## src/hdl/fbms_pkg.sv

```systemverilog
// fbms_pkg: register map, field layout, modes and widths of the fieldbus master status bank
package fbms_pkg;
    localparam int FBMS_STATIONS = 127;
    localparam int FBMS_MAP_W = 128;
    localparam int FBMS_COUNT_W = 8;
    localparam int FBMS_ADDR_W = 8;
    localparam int FBMS_SIG_W = 16;
    localparam int FBMS_IRQ_W = 5;

    // byte offsets
    localparam logic [7:0] FBMS_OFF_STATUS = 8'h00;
    localparam logic [7:0] FBMS_OFF_CONTROL = 8'h04;
    localparam logic [7:0] FBMS_OFF_SIGNATURE = 8'h08;
    localparam logic [7:0] FBMS_OFF_COUNT = 8'h0C;
    localparam logic [7:0] FBMS_OFF_CFG_DATA = 8'h10;
    localparam logic [7:0] FBMS_OFF_CFG_CMD = 8'h14;
    localparam logic [7:0] FBMS_OFF_IRQ_STAT = 8'h18;
    localparam logic [7:0] FBMS_OFF_IRQ_MASK = 8'h1C;
    localparam logic [7:0] FBMS_OFF_LIVE = 8'h20;
    localparam logic [7:0] FBMS_OFF_EXCH = 8'h30;
    localparam logic [7:0] FBMS_OFF_ALARM = 8'h40;
    localparam logic [7:0] FBMS_OFF_DIAG = 8'h50;
    localparam logic [7:0] FBMS_MAP_SPAN = 8'h10;

    // module status word bits
    localparam int FBMS_ST_NET_ERR = 0;
    localparam int FBMS_ST_COMM_ERR = 1;
    localparam int FBMS_ST_OFFLINE = 2;
    localparam int FBMS_ST_STOPPED = 3;
    localparam int FBMS_ST_CLEAR = 4;
    localparam int FBMS_ST_OPERATE = 5;
    localparam int FBMS_ST_EMULATE = 6;

    // control register fields
    localparam int FBMS_CTL_MODE_LSB = 0;
    localparam int FBMS_CTL_EMU = 2;
    // configuration command bits
    localparam int FBMS_CMD_RESTART = 0;
    localparam int FBMS_CMD_COMMIT = 1;

    // interrupt status bits
    localparam int FBMS_IRQ_NET_ERR = 0;
    localparam int FBMS_IRQ_COMM_ERR = 1;
    localparam int FBMS_IRQ_MODE = 2;
    localparam int FBMS_IRQ_ALARM = 3;
    localparam int FBMS_IRQ_DIAG = 4;

    localparam logic [1:0] FBMS_RESP_OKAY = 2'h0;
    localparam logic [1:0] FBMS_RESP_SLVERR = 2'h2;

    localparam logic [15:0] FBMS_CRC_POLY = 16'h1021;
    localparam logic [15:0] FBMS_CRC_INIT = 16'hFFFF;
    localparam logic [15:0] FBMS_SIG_RESET = 16'h0000;

    typedef enum logic [1:0] {
        FBMS_MODE_OFFLINE,
        FBMS_MODE_STOPPED,
        FBMS_MODE_CLEAR,
        FBMS_MODE_OPERATE
    } fbms_mode_e;
endpackage

```

## src/hdl/fbms_crc_if.sv

```systemverilog
// fbms_crc_if: configuration words into the signature engine and its running checksum back
interface fbms_crc_if;
    logic restart;
    logic word_valid;
    logic [31:0] word;
    logic [15:0] crc;

    modport feeder (output restart, output word_valid, output word, input crc);
    modport engine (input restart, input word_valid, input word, output crc);
endinterface

```

## src/hdl/fbms_crc16.sv

```systemverilog
// fbms_crc16: running CRC-16 over configuration words, one 32-bit word per cycle
module fbms_crc16 import fbms_pkg::*; (
    input wire logic i_clk,
    input wire logic i_reset,
    fbms_crc_if.engine crc_bus
);
    typedef struct packed {
        logic [15:0] crc;
    } fbms_crc_s;

    fbms_crc_s state;
    fbms_crc_s next_state;

    function automatic logic [15:0] crc_word(input logic [15:0] c, input logic [31:0] w);
        logic [15:0] r;
        r = c;
        for (int i = 31; i >= 0; i--) begin
            r = (r[15] ^ w[i]) ? ((r << 1) ^ FBMS_CRC_POLY) : (r << 1);
        end
        return r;
    endfunction

    always_comb begin
        next_state = state;
        if (crc_bus.restart) begin
            next_state.crc = FBMS_CRC_INIT;
        end else if (crc_bus.word_valid) begin
            next_state.crc = crc_word(state.crc, crc_bus.word);
        end
    end

    always_ff @(posedge i_clk or posedge i_reset) begin
        if (i_reset) begin
            state.crc <= FBMS_CRC_INIT;
        end else begin
            state <= next_state;
        end
    end

    assign crc_bus.crc = state.crc;
endmodule // fbms_crc16

```

## src/hdl/fbms_status_bank.sv

```systemverilog
// fbms_status_bank: fieldbus master status word, station bitmaps and AXI4-Lite access
// Summary of operation
// the network error flag is 1 while a cable or termination fault is detected, else 0.
// the slave error flag is 1 while an expected slave is not online and exchanging, else 0.
// the offline flag is 1 exactly while the master sits in its offline state.
// the stopped flag is 1 exactly while the master sits in its stopped state.
// the clear flag is 1 exactly while the master runs in clear mode.
// the operational flag is 1 exactly while the master runs operational, exchanging data.
// the emulation flag is 1 while the block emulates slave stations instead of mastering.
// the signature field holds the checksum of the configuration now in force.
// the active count gives how many stations are online and exchanging data.
// the live bitmap has one bit per station 0..126, 1 while that station is online.
// the exchange bitmap bit is 1 only while its station is online and exchanging cyclic data.
// the alarm bitmap bit is 1 while its station has an alarm waiting to be unloaded.
// the diagnostics bitmap bit is 1 while its station has diagnostics waiting to be unloaded.
// all single flags are gathered into one 32-bit status word mirroring them.
// at most one of the four mode flags is ever 1.
// no exchange bit exceeds its live bit, and the active count equals the exchange bits set.
module fbms_status_bank import fbms_pkg::*; #(
    parameter int STATIONS = FBMS_STATIONS
) (
    input wire logic i_clk,
    input wire logic i_reset,
    input wire logic i_net_fault,
    input wire logic [STATIONS-1:0] i_station_expected,
    input wire logic [STATIONS-1:0] i_station_online,
    input wire logic [STATIONS-1:0] i_station_exchanging,
    input wire logic [STATIONS-1:0] i_alarm_raise,
    input wire logic [STATIONS-1:0] i_diag_raise,
    input wire logic [FBMS_ADDR_W-1:0] i_axi_awaddr,
    input wire logic i_axi_awvalid,
    output logic o_axi_awready,
    input wire logic [31:0] i_axi_wdata,
    input wire logic [3:0] i_axi_wstrb,
    input wire logic i_axi_wvalid,
    output logic o_axi_wready,
    output logic [1:0] o_axi_bresp,
    output logic o_axi_bvalid,
    input wire logic i_axi_bready,
    input wire logic [FBMS_ADDR_W-1:0] i_axi_araddr,
    input wire logic i_axi_arvalid,
    output logic o_axi_arready,
    output logic [31:0] o_axi_rdata,
    output logic [1:0] o_axi_rresp,
    output logic o_axi_rvalid,
    input wire logic i_axi_rready,
    output logic o_irq
);
    typedef struct packed {
        logic awready;
        logic wready;
        logic bvalid;
        logic [1:0] bresp;
        logic arready;
        logic rvalid;
        logic [1:0] rresp;
        logic [31:0] rdata;
        fbms_mode_e mode;
        logic [1:0] mode_req;
        logic emu_en;
        logic emulate;
        logic net_err;
        logic comm_err;
        logic [FBMS_SIG_W-1:0] signature;
        logic [FBMS_COUNT_W-1:0] count;
        logic [FBMS_MAP_W-1:0] live;
        logic [FBMS_MAP_W-1:0] exch;
        logic [FBMS_MAP_W-1:0] alarm;
        logic [FBMS_MAP_W-1:0] diag;
        logic [FBMS_IRQ_W-1:0] irq_stat;
        logic [FBMS_IRQ_W-1:0] irq_mask;
        logic irq;
        logic [31:0] cfg_word;
        logic cfg_valid;
        logic cfg_restart;
    } fbms_state_s;

    fbms_state_s state;
    fbms_state_s next_state;
    fbms_crc_if crc_bus ();

    logic [FBMS_MAP_W-1:0] expected_map;
    logic [FBMS_MAP_W-1:0] online_map;
    logic [FBMS_MAP_W-1:0] exchanging_map;
    logic [FBMS_MAP_W-1:0] alarm_raise_map;
    logic [FBMS_MAP_W-1:0] diag_raise_map;

    // stations from STATIONS upward stay zero in every map
    assign expected_map = FBMS_MAP_W'(i_station_expected);
    assign online_map = FBMS_MAP_W'(i_station_online);
    assign exchanging_map = FBMS_MAP_W'(i_station_exchanging);
    assign alarm_raise_map = FBMS_MAP_W'(i_alarm_raise);
    assign diag_raise_map = FBMS_MAP_W'(i_diag_raise);

    function automatic logic [31:0] map_word(input logic [FBMS_MAP_W-1:0] m,
                                             input logic [1:0] idx);
        return m[32*idx +: 32];
    endfunction

    function automatic logic [31:0] strobe_mask(input logic [3:0] strb);
        logic [31:0] r;
        for (int b = 0; b < 4; b++) begin
            r[8*b +: 8] = {8{strb[b]}};
        end
        return r;
    endfunction

    function automatic logic [FBMS_COUNT_W-1:0] pop_count(input logic [FBMS_MAP_W-1:0] m);
        logic [FBMS_COUNT_W-1:0] n;
        n = '0;
        for (int i = 0; i < FBMS_MAP_W; i++) begin
            n = n + FBMS_COUNT_W'(m[i]);
        end
        return n;
    endfunction

    function automatic logic in_map(input logic [FBMS_ADDR_W-1:0] a, input logic [7:0] base);
        return (a >= base) && (a < base + FBMS_MAP_SPAN);
    endfunction

    function automatic logic [31:0] status_word(input fbms_state_s s);
        logic [31:0] w;
        w = '0;
        w[FBMS_ST_NET_ERR] = s.net_err;
        w[FBMS_ST_COMM_ERR] = s.comm_err;
        w[FBMS_ST_OFFLINE] = (s.mode == FBMS_MODE_OFFLINE);
        w[FBMS_ST_STOPPED] = (s.mode == FBMS_MODE_STOPPED);
        w[FBMS_ST_CLEAR] = (s.mode == FBMS_MODE_CLEAR);
        w[FBMS_ST_OPERATE] = (s.mode == FBMS_MODE_OPERATE);
        w[FBMS_ST_EMULATE] = s.emulate;
        return w;
    endfunction

    logic wr_go;
    logic [31:0] wr_mask;
    logic [31:0] wr_bits;
    logic [1:0] wr_word;
    logic [1:0] rd_word;
    logic data_moving;

    assign wr_go = state.awready && state.wready;
    assign wr_mask = strobe_mask(i_axi_wstrb);
    assign wr_bits = i_axi_wdata & wr_mask;
    assign wr_word = i_axi_awaddr[3:2];
    assign rd_word = i_axi_araddr[3:2];

    always_comb begin
        logic [FBMS_MAP_W-1:0] alarm_clr;
        logic [FBMS_MAP_W-1:0] diag_clr;
        logic [FBMS_IRQ_W-1:0] irq_clr;
        logic [FBMS_IRQ_W-1:0] irq_set;
        alarm_clr = '0;
        diag_clr = '0;
        irq_clr = '0;
        irq_set = '0;
        next_state = state;
        next_state.cfg_valid = 1'b0;
        next_state.cfg_restart = 1'b0;

        // write channel: address and data taken together, response after both
        next_state.awready = !state.awready && !state.bvalid && i_axi_awvalid && i_axi_wvalid;
        next_state.wready = next_state.awready;
        if (state.bvalid && i_axi_bready) begin
            next_state.bvalid = 1'b0;
        end
        if (wr_go) begin
            next_state.bvalid = 1'b1;
            next_state.bresp = FBMS_RESP_OKAY;
            if (i_axi_awaddr == FBMS_OFF_CONTROL) begin
                if (i_axi_wstrb[0]) begin
                    next_state.mode_req = i_axi_wdata[FBMS_CTL_MODE_LSB +: 2];
                    next_state.emu_en = i_axi_wdata[FBMS_CTL_EMU];
                end
            end else if (i_axi_awaddr == FBMS_OFF_CFG_DATA) begin
                next_state.cfg_word = i_axi_wdata;
                next_state.cfg_valid = 1'b1;
            end else if (i_axi_awaddr == FBMS_OFF_CFG_CMD) begin
                next_state.cfg_restart = wr_bits[FBMS_CMD_RESTART];
                if (wr_bits[FBMS_CMD_COMMIT]) begin
                    next_state.signature = crc_bus.crc;
                end
            end else if (i_axi_awaddr == FBMS_OFF_IRQ_STAT) begin
                irq_clr = wr_bits[FBMS_IRQ_W-1:0];
            end else if (i_axi_awaddr == FBMS_OFF_IRQ_MASK) begin
                next_state.irq_mask = (state.irq_mask & ~wr_mask[FBMS_IRQ_W-1:0])
                                    | wr_bits[FBMS_IRQ_W-1:0];
            end else if (in_map(i_axi_awaddr, FBMS_OFF_ALARM)) begin
                alarm_clr[32*wr_word +: 32] = wr_bits;
            end else if (in_map(i_axi_awaddr, FBMS_OFF_DIAG)) begin
                diag_clr[32*wr_word +: 32] = wr_bits;
            end else if (i_axi_awaddr != FBMS_OFF_STATUS && i_axi_awaddr != FBMS_OFF_SIGNATURE
                         && i_axi_awaddr != FBMS_OFF_COUNT
                         && !in_map(i_axi_awaddr, FBMS_OFF_LIVE)
                         && !in_map(i_axi_awaddr, FBMS_OFF_EXCH)) begin
                next_state.bresp = FBMS_RESP_SLVERR;
            end
        end

        // master state follows the requested mode; one state keeps the flags exclusive
        case (state.mode_req)
            2'h0: next_state.mode = FBMS_MODE_OFFLINE;
            2'h1: next_state.mode = FBMS_MODE_STOPPED;
            2'h2: next_state.mode = FBMS_MODE_CLEAR;
            2'h3: next_state.mode = FBMS_MODE_OPERATE;
            default: next_state.mode = FBMS_MODE_OFFLINE;
        endcase
        next_state.emulate = state.emu_en;
        next_state.net_err = i_net_fault;

        next_state.live = online_map;
        // cyclic data only moves in clear or operate; stations must also be live
        data_moving = (state.mode == FBMS_MODE_CLEAR) || (state.mode == FBMS_MODE_OPERATE);
        next_state.exch = {FBMS_MAP_W{data_moving}} & online_map & exchanging_map;
        next_state.count = pop_count(next_state.exch);
        next_state.comm_err = |(expected_map & ~state.exch);

        // a raise in the same cycle as an unload wins
        next_state.alarm = (state.alarm & ~alarm_clr) | alarm_raise_map;
        next_state.diag = (state.diag & ~diag_clr) | diag_raise_map;

        irq_set[FBMS_IRQ_NET_ERR] = next_state.net_err && !state.net_err;
        irq_set[FBMS_IRQ_COMM_ERR] = next_state.comm_err && !state.comm_err;
        irq_set[FBMS_IRQ_MODE] = next_state.mode != state.mode;
        irq_set[FBMS_IRQ_ALARM] = |alarm_raise_map;
        irq_set[FBMS_IRQ_DIAG] = |diag_raise_map;
        next_state.irq_stat = (state.irq_stat & ~irq_clr) | irq_set;
        next_state.irq = |(next_state.irq_stat & next_state.irq_mask);

        // read channel: one read at a time, data registered with rvalid
        next_state.arready = !state.arready && !state.rvalid && i_axi_arvalid;
        if (state.rvalid && i_axi_rready) begin
            next_state.rvalid = 1'b0;
        end
        if (state.arready) begin
            next_state.rvalid = 1'b1;
            next_state.rresp = FBMS_RESP_OKAY;
            next_state.rdata = '0;
            if (i_axi_araddr == FBMS_OFF_STATUS) begin
                next_state.rdata = status_word(state);
            end else if (i_axi_araddr == FBMS_OFF_CONTROL) begin
                next_state.rdata[FBMS_CTL_MODE_LSB +: 2] = state.mode_req;
                next_state.rdata[FBMS_CTL_EMU] = state.emu_en;
            end else if (i_axi_araddr == FBMS_OFF_SIGNATURE) begin
                next_state.rdata[FBMS_SIG_W-1:0] = state.signature;
            end else if (i_axi_araddr == FBMS_OFF_COUNT) begin
                next_state.rdata[FBMS_COUNT_W-1:0] = state.count;
            end else if (i_axi_araddr == FBMS_OFF_IRQ_STAT) begin
                next_state.rdata[FBMS_IRQ_W-1:0] = state.irq_stat;
            end else if (i_axi_araddr == FBMS_OFF_IRQ_MASK) begin
                next_state.rdata[FBMS_IRQ_W-1:0] = state.irq_mask;
            end else if (in_map(i_axi_araddr, FBMS_OFF_LIVE)) begin
                next_state.rdata = map_word(state.live, rd_word);
            end else if (in_map(i_axi_araddr, FBMS_OFF_EXCH)) begin
                next_state.rdata = map_word(state.exch, rd_word);
            end else if (in_map(i_axi_araddr, FBMS_OFF_ALARM)) begin
                next_state.rdata = map_word(state.alarm, rd_word);
            end else if (in_map(i_axi_araddr, FBMS_OFF_DIAG)) begin
                next_state.rdata = map_word(state.diag, rd_word);
            end else if (i_axi_araddr != FBMS_OFF_CFG_DATA && i_axi_araddr != FBMS_OFF_CFG_CMD) begin
                next_state.rresp = FBMS_RESP_SLVERR;
            end
        end
    end

    always_ff @(posedge i_clk or posedge i_reset) begin
        if (i_reset) begin
            state <= '0;
            state.mode <= FBMS_MODE_OFFLINE;
            state.signature <= FBMS_SIG_RESET;
        end else begin
            state <= next_state;
        end
    end

    assign crc_bus.restart = state.cfg_restart;
    assign crc_bus.word_valid = state.cfg_valid;
    assign crc_bus.word = state.cfg_word;

    fbms_crc16 u_crc (
        .i_clk(i_clk),
        .i_reset(i_reset),
        .crc_bus(crc_bus)
    );

    assign o_axi_awready = state.awready;
    assign o_axi_wready = state.wready;
    assign o_axi_bresp = state.bresp;
    assign o_axi_bvalid = state.bvalid;
    assign o_axi_arready = state.arready;
    assign o_axi_rdata = state.rdata;
    assign o_axi_rresp = state.rresp;
    assign o_axi_rvalid = state.rvalid;
    assign o_irq = state.irq;

    // flat views of registered state for the checkers below
    logic [31:0] status_now;
    logic comm_err_cause;
    assign status_now = status_word(state);
    assign comm_err_cause = |(expected_map & ~state.exch);

    net_err_track_a: assert property (@(posedge i_clk) disable iff (i_reset)
        i_net_fault |=> state.net_err) else $error("network error flag missed a fault");
    net_err_quiet_a: assert property (@(posedge i_clk) disable iff (i_reset)
        !i_net_fault ##1 !i_net_fault |-> !state.net_err) else $error("network flag set without fault");
    comm_err_cause_a: assert property (@(posedge i_clk) disable iff (i_reset)
        state.comm_err == $past(comm_err_cause)) else $error("slave error flag wrong");
    comm_err_clear_a: assert property (@(posedge i_clk) disable iff (i_reset)
        !comm_err_cause |=> !state.comm_err) else $error("slave error flag stuck");
    offline_follow_a: assert property (@(posedge i_clk) disable iff (i_reset)
        (state.mode_req == 2'h0) [*2] |-> status_now[FBMS_ST_OFFLINE])
        else $error("offline flag not raised");
    stopped_follow_a: assert property (@(posedge i_clk) disable iff (i_reset)
        (state.mode_req == 2'h1) [*2] |-> status_now[FBMS_ST_STOPPED])
        else $error("stopped flag not raised");
    clear_follow_a: assert property (@(posedge i_clk) disable iff (i_reset)
        (state.mode_req == 2'h2) [*2] |-> status_now[FBMS_ST_CLEAR])
        else $error("clear flag not raised");
    operate_follow_a: assert property (@(posedge i_clk) disable iff (i_reset)
        (state.mode_req == 2'h3) [*2] |-> status_now[FBMS_ST_OPERATE])
        else $error("operational flag not raised");
    emulate_follow_a: assert property (@(posedge i_clk) disable iff (i_reset)
        $changed(state.emu_en) |=> state.emulate == $past(state.emu_en))
        else $error("emulation flag lags control");
    signature_commit_a: assert property (@(posedge i_clk) disable iff (i_reset)
        wr_go && i_axi_awaddr == FBMS_OFF_CFG_CMD && wr_bits[FBMS_CMD_COMMIT]
        |=> state.signature == $past(crc_bus.crc)) else $error("signature not committed");
    live_follow_a: assert property (@(posedge i_clk) disable iff (i_reset)
        1'b1 |=> state.live == $past(online_map)) else $error("live bitmap stale");
    exch_gate_a: assert property (@(posedge i_clk) disable iff (i_reset)
        !data_moving |=> state.exch == '0) else $error("exchange bit outside data modes");
    alarm_sticky_a: assert property (@(posedge i_clk) disable iff (i_reset)
        |alarm_raise_map |=> (state.alarm & $past(alarm_raise_map)) == $past(alarm_raise_map))
        else $error("alarm raise lost");
    diag_sticky_a: assert property (@(posedge i_clk) disable iff (i_reset)
        |diag_raise_map |=> (state.diag & $past(diag_raise_map)) == $past(diag_raise_map))
        else $error("diagnostics raise lost");
    mode_exclusive_a: assert property (@(posedge i_clk) disable iff (i_reset)
        $onehot0(status_now[FBMS_ST_OPERATE:FBMS_ST_OFFLINE]))
        else $error("more than one mode flag");
    exch_count_a: assert property (@(posedge i_clk) disable iff (i_reset)
        ((state.exch & ~state.live) == '0) && (state.count == pop_count(state.exch)))
        else $error("exchange map or count inconsistent");
endmodule // fbms_status_bank
```

## config.mk

```make
export PLATFORM = sky130hd
export DESIGN_NAME = fbms_status_bank
export DESIGN_NICKNAME = d
export VERILOG_FILES = /design/src/hdl/fbms_pkg.sv /design/src/hdl/fbms_crc_if.sv /design/src/hdl/fbms_crc16.sv /design/src/hdl/fbms_status_bank.sv
export SDC_FILE = /design/constraint.sdc
export NUM_CORES = 2
export LEC_CHECK = 0
export BUFFER_PORTS_ARGS = -buffer_cell sky130_fd_sc_hd__buf_2
export CAP_MARGIN = 40
export CORE_AREA = 5 5 287 289
export DETAILED_ROUTE_END_ITERATION = 8
export DIE_AREA = 0 0 292 294
export PLACE_DENSITY_LB_ADDON = 0.2
export RECOVER_POWER = 25
export SYNTH_ARGS = -nofsm -noshare
export SYNTH_HDL_FRONTEND = slang
export SYNTH_SLANG_ARGS = --single-unit
```

## constraint.sdc

```tcl
create_clock -name i_clk -period 55.3 [get_ports i_clk]
set_clock_uncertainty 0.1 [all_clocks]
set_input_delay 2.765 -clock i_clk [delete_from_list [all_inputs] [get_ports i_clk]]
set_output_delay 2.765 -clock i_clk [all_outputs]
set_load 0.05 [all_outputs]
```

=== Word level (Yosys, flattened, before mapping) ===
Index checks and enable logic that the tools add are counted.

* Register bits: 644
* Output and inout port bits: 42
* Logic and storage cells: 438

* Add/sub/neg operators: 128
* $lt $le $gt $ge: 16
* Equality and inequality tests: 21
* Shifts and indexed selects: 6
* Multiplexer cells: 111
* Bitwise logic cells: 85
* Reductions and logical operators: 45

{| class="wikitable"
|+ Operators by type and width
! kind !! count
|-
| 128-bit 2-to-1 mux || 15
|-
| 8-bit by 1-bit adder with 8-bit output || 120
|-
| 128-bit by 8-bit variable part select with 32-bit output || 4
|-
| 13-bit 2-to-1 mux || 32
|-
| 128-bit AND || 3
|-
| 32-bit 2-to-1 mux || 12
|-
| 128-bit NOT || 3
|-
| 128-bit by 127-bit AND with 128-bit output || 2
|-
| 128-bit by 127-bit bitwise OR with 128-bit output || 2
|-
| 127-bit OR reduction || 2
|-
| 29-bit 2-to-1 mux || 7
|-
| 127-bit by 128-bit AND with 128-bit output || 1
|-
| 128-bit OR reduction || 1
|-
| 32-bit by 34-bit variable shift with 128-bit output (first input constant) || 1
|-
| 32-bit by 34-bit variable part select with 128-bit output || 1
|-
| 3-bit NOT || 32
|-
| 5-bit 2-to-1 mux || 13
|-
| 8-bit by 5-bit == test with 1-bit output (second input constant) || 6
|-
| 8-bit by 7-bit < comparator with 1-bit output (second input constant) || 6
|-
| 16-bit 2-to-1 mux || 3
|-
| 35-bit 2-to-1 mux || 1
|-
| 7-bit negation with 34-bit output || 1
|-
| 32-bit AND || 1
|-
| 8-bit by 6-bit greater-or-equal comparator with 1-bit output (second input constant) || 4
|-
| other kinds (39) || 139
|}

=== Longest topological paths before layout ===
* Depth in word-level cells: 131
* Depth in mapped cells: 28
* Mapped depth without buffers: 26

=== Modules after synthesis ===
From an unflattened synthesis, not the netlist that was laid out.

* Cells, all modules: 2813
* Area, all modules: 32646.3 µm²

{| class="wikitable"
|+ By module, submodules not included
! module !! instances !! cells an instance !! area an instance (µm²)
|-
| fbms_status_bank || 1 || 2659 || 30794.5
|-
| fbms_crc16 || 1 || 154 || 1851.8
|}

=== Least setup slack after synthesis ===
Ideal clock, no wire load.

* Path type: input -> register
* Start point: in i_station_exchanging[59]
* End point: reg state[563] (netlist bit)
* Library setup time: 80 ps
* Arrival time: 9371 ps
* Required time: 55120 ps
* Path slack: 45749 ps
* Cell stages on the path: 26
* Cell sequence: and3_1 > fa_1 > inv_1 > fa_1 > inv_1 > fa_1 > inv_1 > fa_1 > inv_1 > fa_1 > inv_1 > fa_1 > fa_1 > fa_1 > fa_1 > inv_1 > fa_1 > fa_1 > inv_1 > fa_1 > inv_1 > a21o_1 > a21oi_1 > o21bai_1 > a21oi_1 > xnor2_1

{| class="wikitable"
|+ RTL lines
! element !! line !! source
|-
| from (decl) || fbms_status_bank.sv:27 || <nowiki>input wire logic [STATIONS-1:0] i_station_exchanging,</nowiki>
|-
| to (signal assigned) || fbms_status_bank.sv:271 || <nowiki>state <= next_state;</nowiki>
|-
| to (decl) || fbms_status_bank.sv:78 || <nowiki>fbms_state_s state;</nowiki>
|}

==> reports/metrics.csv <==
stage,metric,value,unit
worst_setup_path,CP peak stage delay,0.52,ns
logic_synthesis,post-synthesis area per instance,12.0,µm²
cts,Root Buffer,clkbuf_16,
global_route,total track usage,32.7,%
worst_setup_path,reg2reg setup slack,46.34,ns
placement,IO buf count,734,
detailed_routing,Final ANT Viol Nets,0,
timing,fin crit period,9.49,ns
detailed_routing,Detailed Route WL,143000,µm
pwr,VDD IR max,0.0000218,V
die,row cnt,104,
logic_synthesis,synth warn,0,
logic_synthesis,Synth Register Bits,641,
placement,GPL Wtd Cong,1.02,
worst_setup_path,Setup CP Type,in -> reg,
min_path,Min-Delay Path Class,reg -> reg,
cts,TritonCTS Buffers,75,
worst_setup_path,crit path from,i_station_online[65],
detailed_routing,1st-iter DRT viols,2401,
timing,Max Freq,105,MHz
timing,"Slew Viols, Final",110,
cts,CTS Hold Buffers Added,0,
cts,"CTS clk-pin slew, worst paths",0.06,ns
outcome,status,finished with violations,
cells_and_area,FILL cells,7350,
timing,total negative setup slack,0,ns
timing,Rel. slew slack,-240,%
cts,worst skew pair latency,0.63,ns
cells_and_area,area grow syn2layout,22.4,%
cts,post_cts resized,0,
logic_synthesis,Syn Inst Count,2725,
cells_and_area,"most common cell after layout, fill and taps aside",buf_2,
cts,CTS tree,yes,
detailed_routing,routed vias,26000,
cells_and_area,Final Net Count,4284,
global_route,vias in the first global route,27300,
pwr,Leak,17.9,nW
logic_synthesis,Netlist cell types,71,
cells_and_area,register area,0.0161,mm²
logic_synthesis,sequential share of the synthesized area,49.3,%
timing,unrepaired setup endpoints after global routing,false,
die,die height,294,µm
worst_setup_path,CP endpoint kind,flip-flop,
worst_setup_path,Slowest cell on crit path,fa_1,
cts,Clock Path Buffers,3,
run,# Max-Cap Violations,1,
global_route,initial antenna violation count,33,
timing,final setup fails,0,
placement,hpwl dp,118000,µm
die,Die ar.,0.0858,mm²
timing,fin crit share,17.2,%
logic_synthesis,prevailing post-synth register cell,dfrtp_1,
cells_and_area,most frequent cells in the layout,"666 x buf_2, 623 x dfrtp_1, 294 x nand2_1",
detailed_routing,DRC,0,
detailed_routing,drt wl/cell,31.3,µm
worst_setup_path,FF-to-FF Start,state[588],
global_route,first-pass GRT wire length,200000,µm
global_route,GRT overflow,0,
worst_setup_path,Crit Path Max Fanout,2,
cts,CTS H-tree lvls,3,
pwr,Tot Pwr,1.25,mW
worst_setup_path,Reg-to-Reg End,state[563],
detailed_routing,vias per cell,5.68,
die,Core Box Area,0.0796,mm²
worst_setup_path,Critical Path Source Type,input port,
detailed_routing,1st-pass router iterations,5,
logic_synthesis,fraction of registers with async set/reset,100,%
cells_and_area,area of the multi-input gates,0.0148,mm²
worst_setup_path,worst r2r path cells,27,
cells_and_area,layout cells sized above 1,28.8,%
timing,Slew @ Worst Pin,5.07,ns
die,Initial Utilization,40.9,%
cts,Post-CTS Setup Bufs,0,
global_route,pin count of the biggest net entering global routing,148,
worst_setup_path,"most used cell, CP",fa_1,
outcome,failing checks,"max-capacitance violations, max-slew violations",
logic_synthesis,synthesized area,0.0326,mm²
pwr,Cell Pwr Density,31.3,mW/mm²
worst_setup_path,critical path required time,55.74,ns
logic_synthesis,"EDFF count, synth",0,
die,number of placed I/O pins,737,
worst_setup_path,Setup crit end,state[563],
worst_setup_path,Worst Path Arrival,9.93,ns
die,Die W,292,µm
timing,Fin. Hold Viols,0,
cts,# clock sinks,641,
-- worst min path at each step --
stage | start | end | slack (ns) | depth (start not counted)
after floorplan | next_state[583] | state[583] | 0.27 | 0
after global placement | o_axi_rvalid | o_axi_arready | 0.34 | 1
after detailed placement | o_axi_rvalid | o_axi_arready | 0.34 | 1
after CTS | o_axi_rvalid | o_axi_arready | 0.35 | 1
after global routing | next_state[583] | state[583] | 0.36 | 0
final | o_axi_rvalid | o_axi_arready | 0.35 | 1
-- metal layers --
metal / track usage [%] / routed length [µm]
met1: 39.4 / 52500
met2: 56.1 / 71400
met3: 6.98 / 11300
met4: 15.7 / 8210
met5: 0 / 155
-- report_power, final --
part           switching (mW)  internal (mW)  leakage (nW)
registers             0.00850          0.484          7.18
clock network           0.213          0.302          1.25
logic                   0.145         0.0957          9.44
total                   0.366          0.882          17.9
-- logic make-up (layout without fill, tap and decap cells) --
logic type,count (synthesis),in the layout,share of synthesized area [%]
AO/OA/AOI/OAI,451,451,10.0
XOR/XNOR,93,93,3.95
adder cells (fa/ha/maj),146,146,8.23
multiplexers,201,201,11.2
AND/OR/NAND/NOR,787,787,12.1
flip-flops,641,641,49.3
other,1,19,0.0115
buffers and inverters,405,1181,5.18
-- area by class of cell --
type,instances,area share [%]
Clock inverter,25,0.847
Tap cell,1060,3.33
Antenna cell,17,0.107
Multi-Input combinational cell,1680,37.2
Clock buffer,111,5.53
Timing Repair Buffer,797,10.3
Inverter,248,2.35
Sequential cell,641,40.3
-- registers in the layout, indices dropped and copies added (netlist names), 16 cells and up --
| register | flops |
|---|---|
| crc_bus.word | 32 |
| state | 551 |
| u_crc.crc_bus.crc | 16 |
| o_axi_rdata | 32 |
-- through the flow --
stage	area (µm²)	util [%]	hold slack [ns]	setup slack (ns)	cells
after floorplan	32600	-	0.271	34.50	2726
after global placement	37100	46.6	0.336	45.23	4399
after detailed placement	37400	47.0	0.341	45.18	4426
after CTS	39900	50.2	0.349	45.82	4562
after global routing	39900	50.1	0.355	45.54	4574
final	39900	50.1	0.350	45.81	4579
-- synth_stat cells (16+ instances only) --
| master | number | area share (%) |
|---|---|---|
| dfrtp_1 | 625 | 48 |
| nand2_1 | 294 | 3.4 |
| inv_1 | 243 | 2.8 |
| a21o_1 | 242 | 5.6 |
| mux4_2 | 126 | 8.7 |
| fa_1 | 114 | 7.0 |
| nor2b_1 | 104 | 2.0 |
| and3_1 | 85 | 1.6 |
| clkbuf_1 | 82 | 0.94 |
| nand3_1 | 76 | 1.2 |
| nor4_1 | 69 | 1.3 |
| nor2_1 | 56 | 0.65 |
| mux2_1 | 50 | 1.7 |
| a21oi_1 | 49 | 0.75 |
| xnor2_1 | 45 | 1.2 |
| buf_4 | 37 | 0.85 |
| buf_1 | 32 | 0.37 |
| ha_1 | 32 | 1.2 |
| a2111oi_0 | 31 | 0.83 |
| nor3_1 | 31 | 0.48 |
| o21ai_1 | 30 | 0.46 |
| nand4_1 | 25 | 0.48 |
| mux2i_1 | 19 | 0.58 |
| a221oi_1 | 18 | 0.48 |
| nand2b_1 | 18 | 0.35 |
| a22oi_1 | 17 | 0.39 |
| dfstp_2 | 16 | 1.3 |
-- worst max-delay path, delay by kind of cell --
kind,cells,cell delay (ns)
xor+xnor,1,0.13
compound gates,4,0.64
buf+inv,9,0.63
simple gates,1,0.38
fa+ha+maj,12,5.40
(Power assumes the default switching activity.)
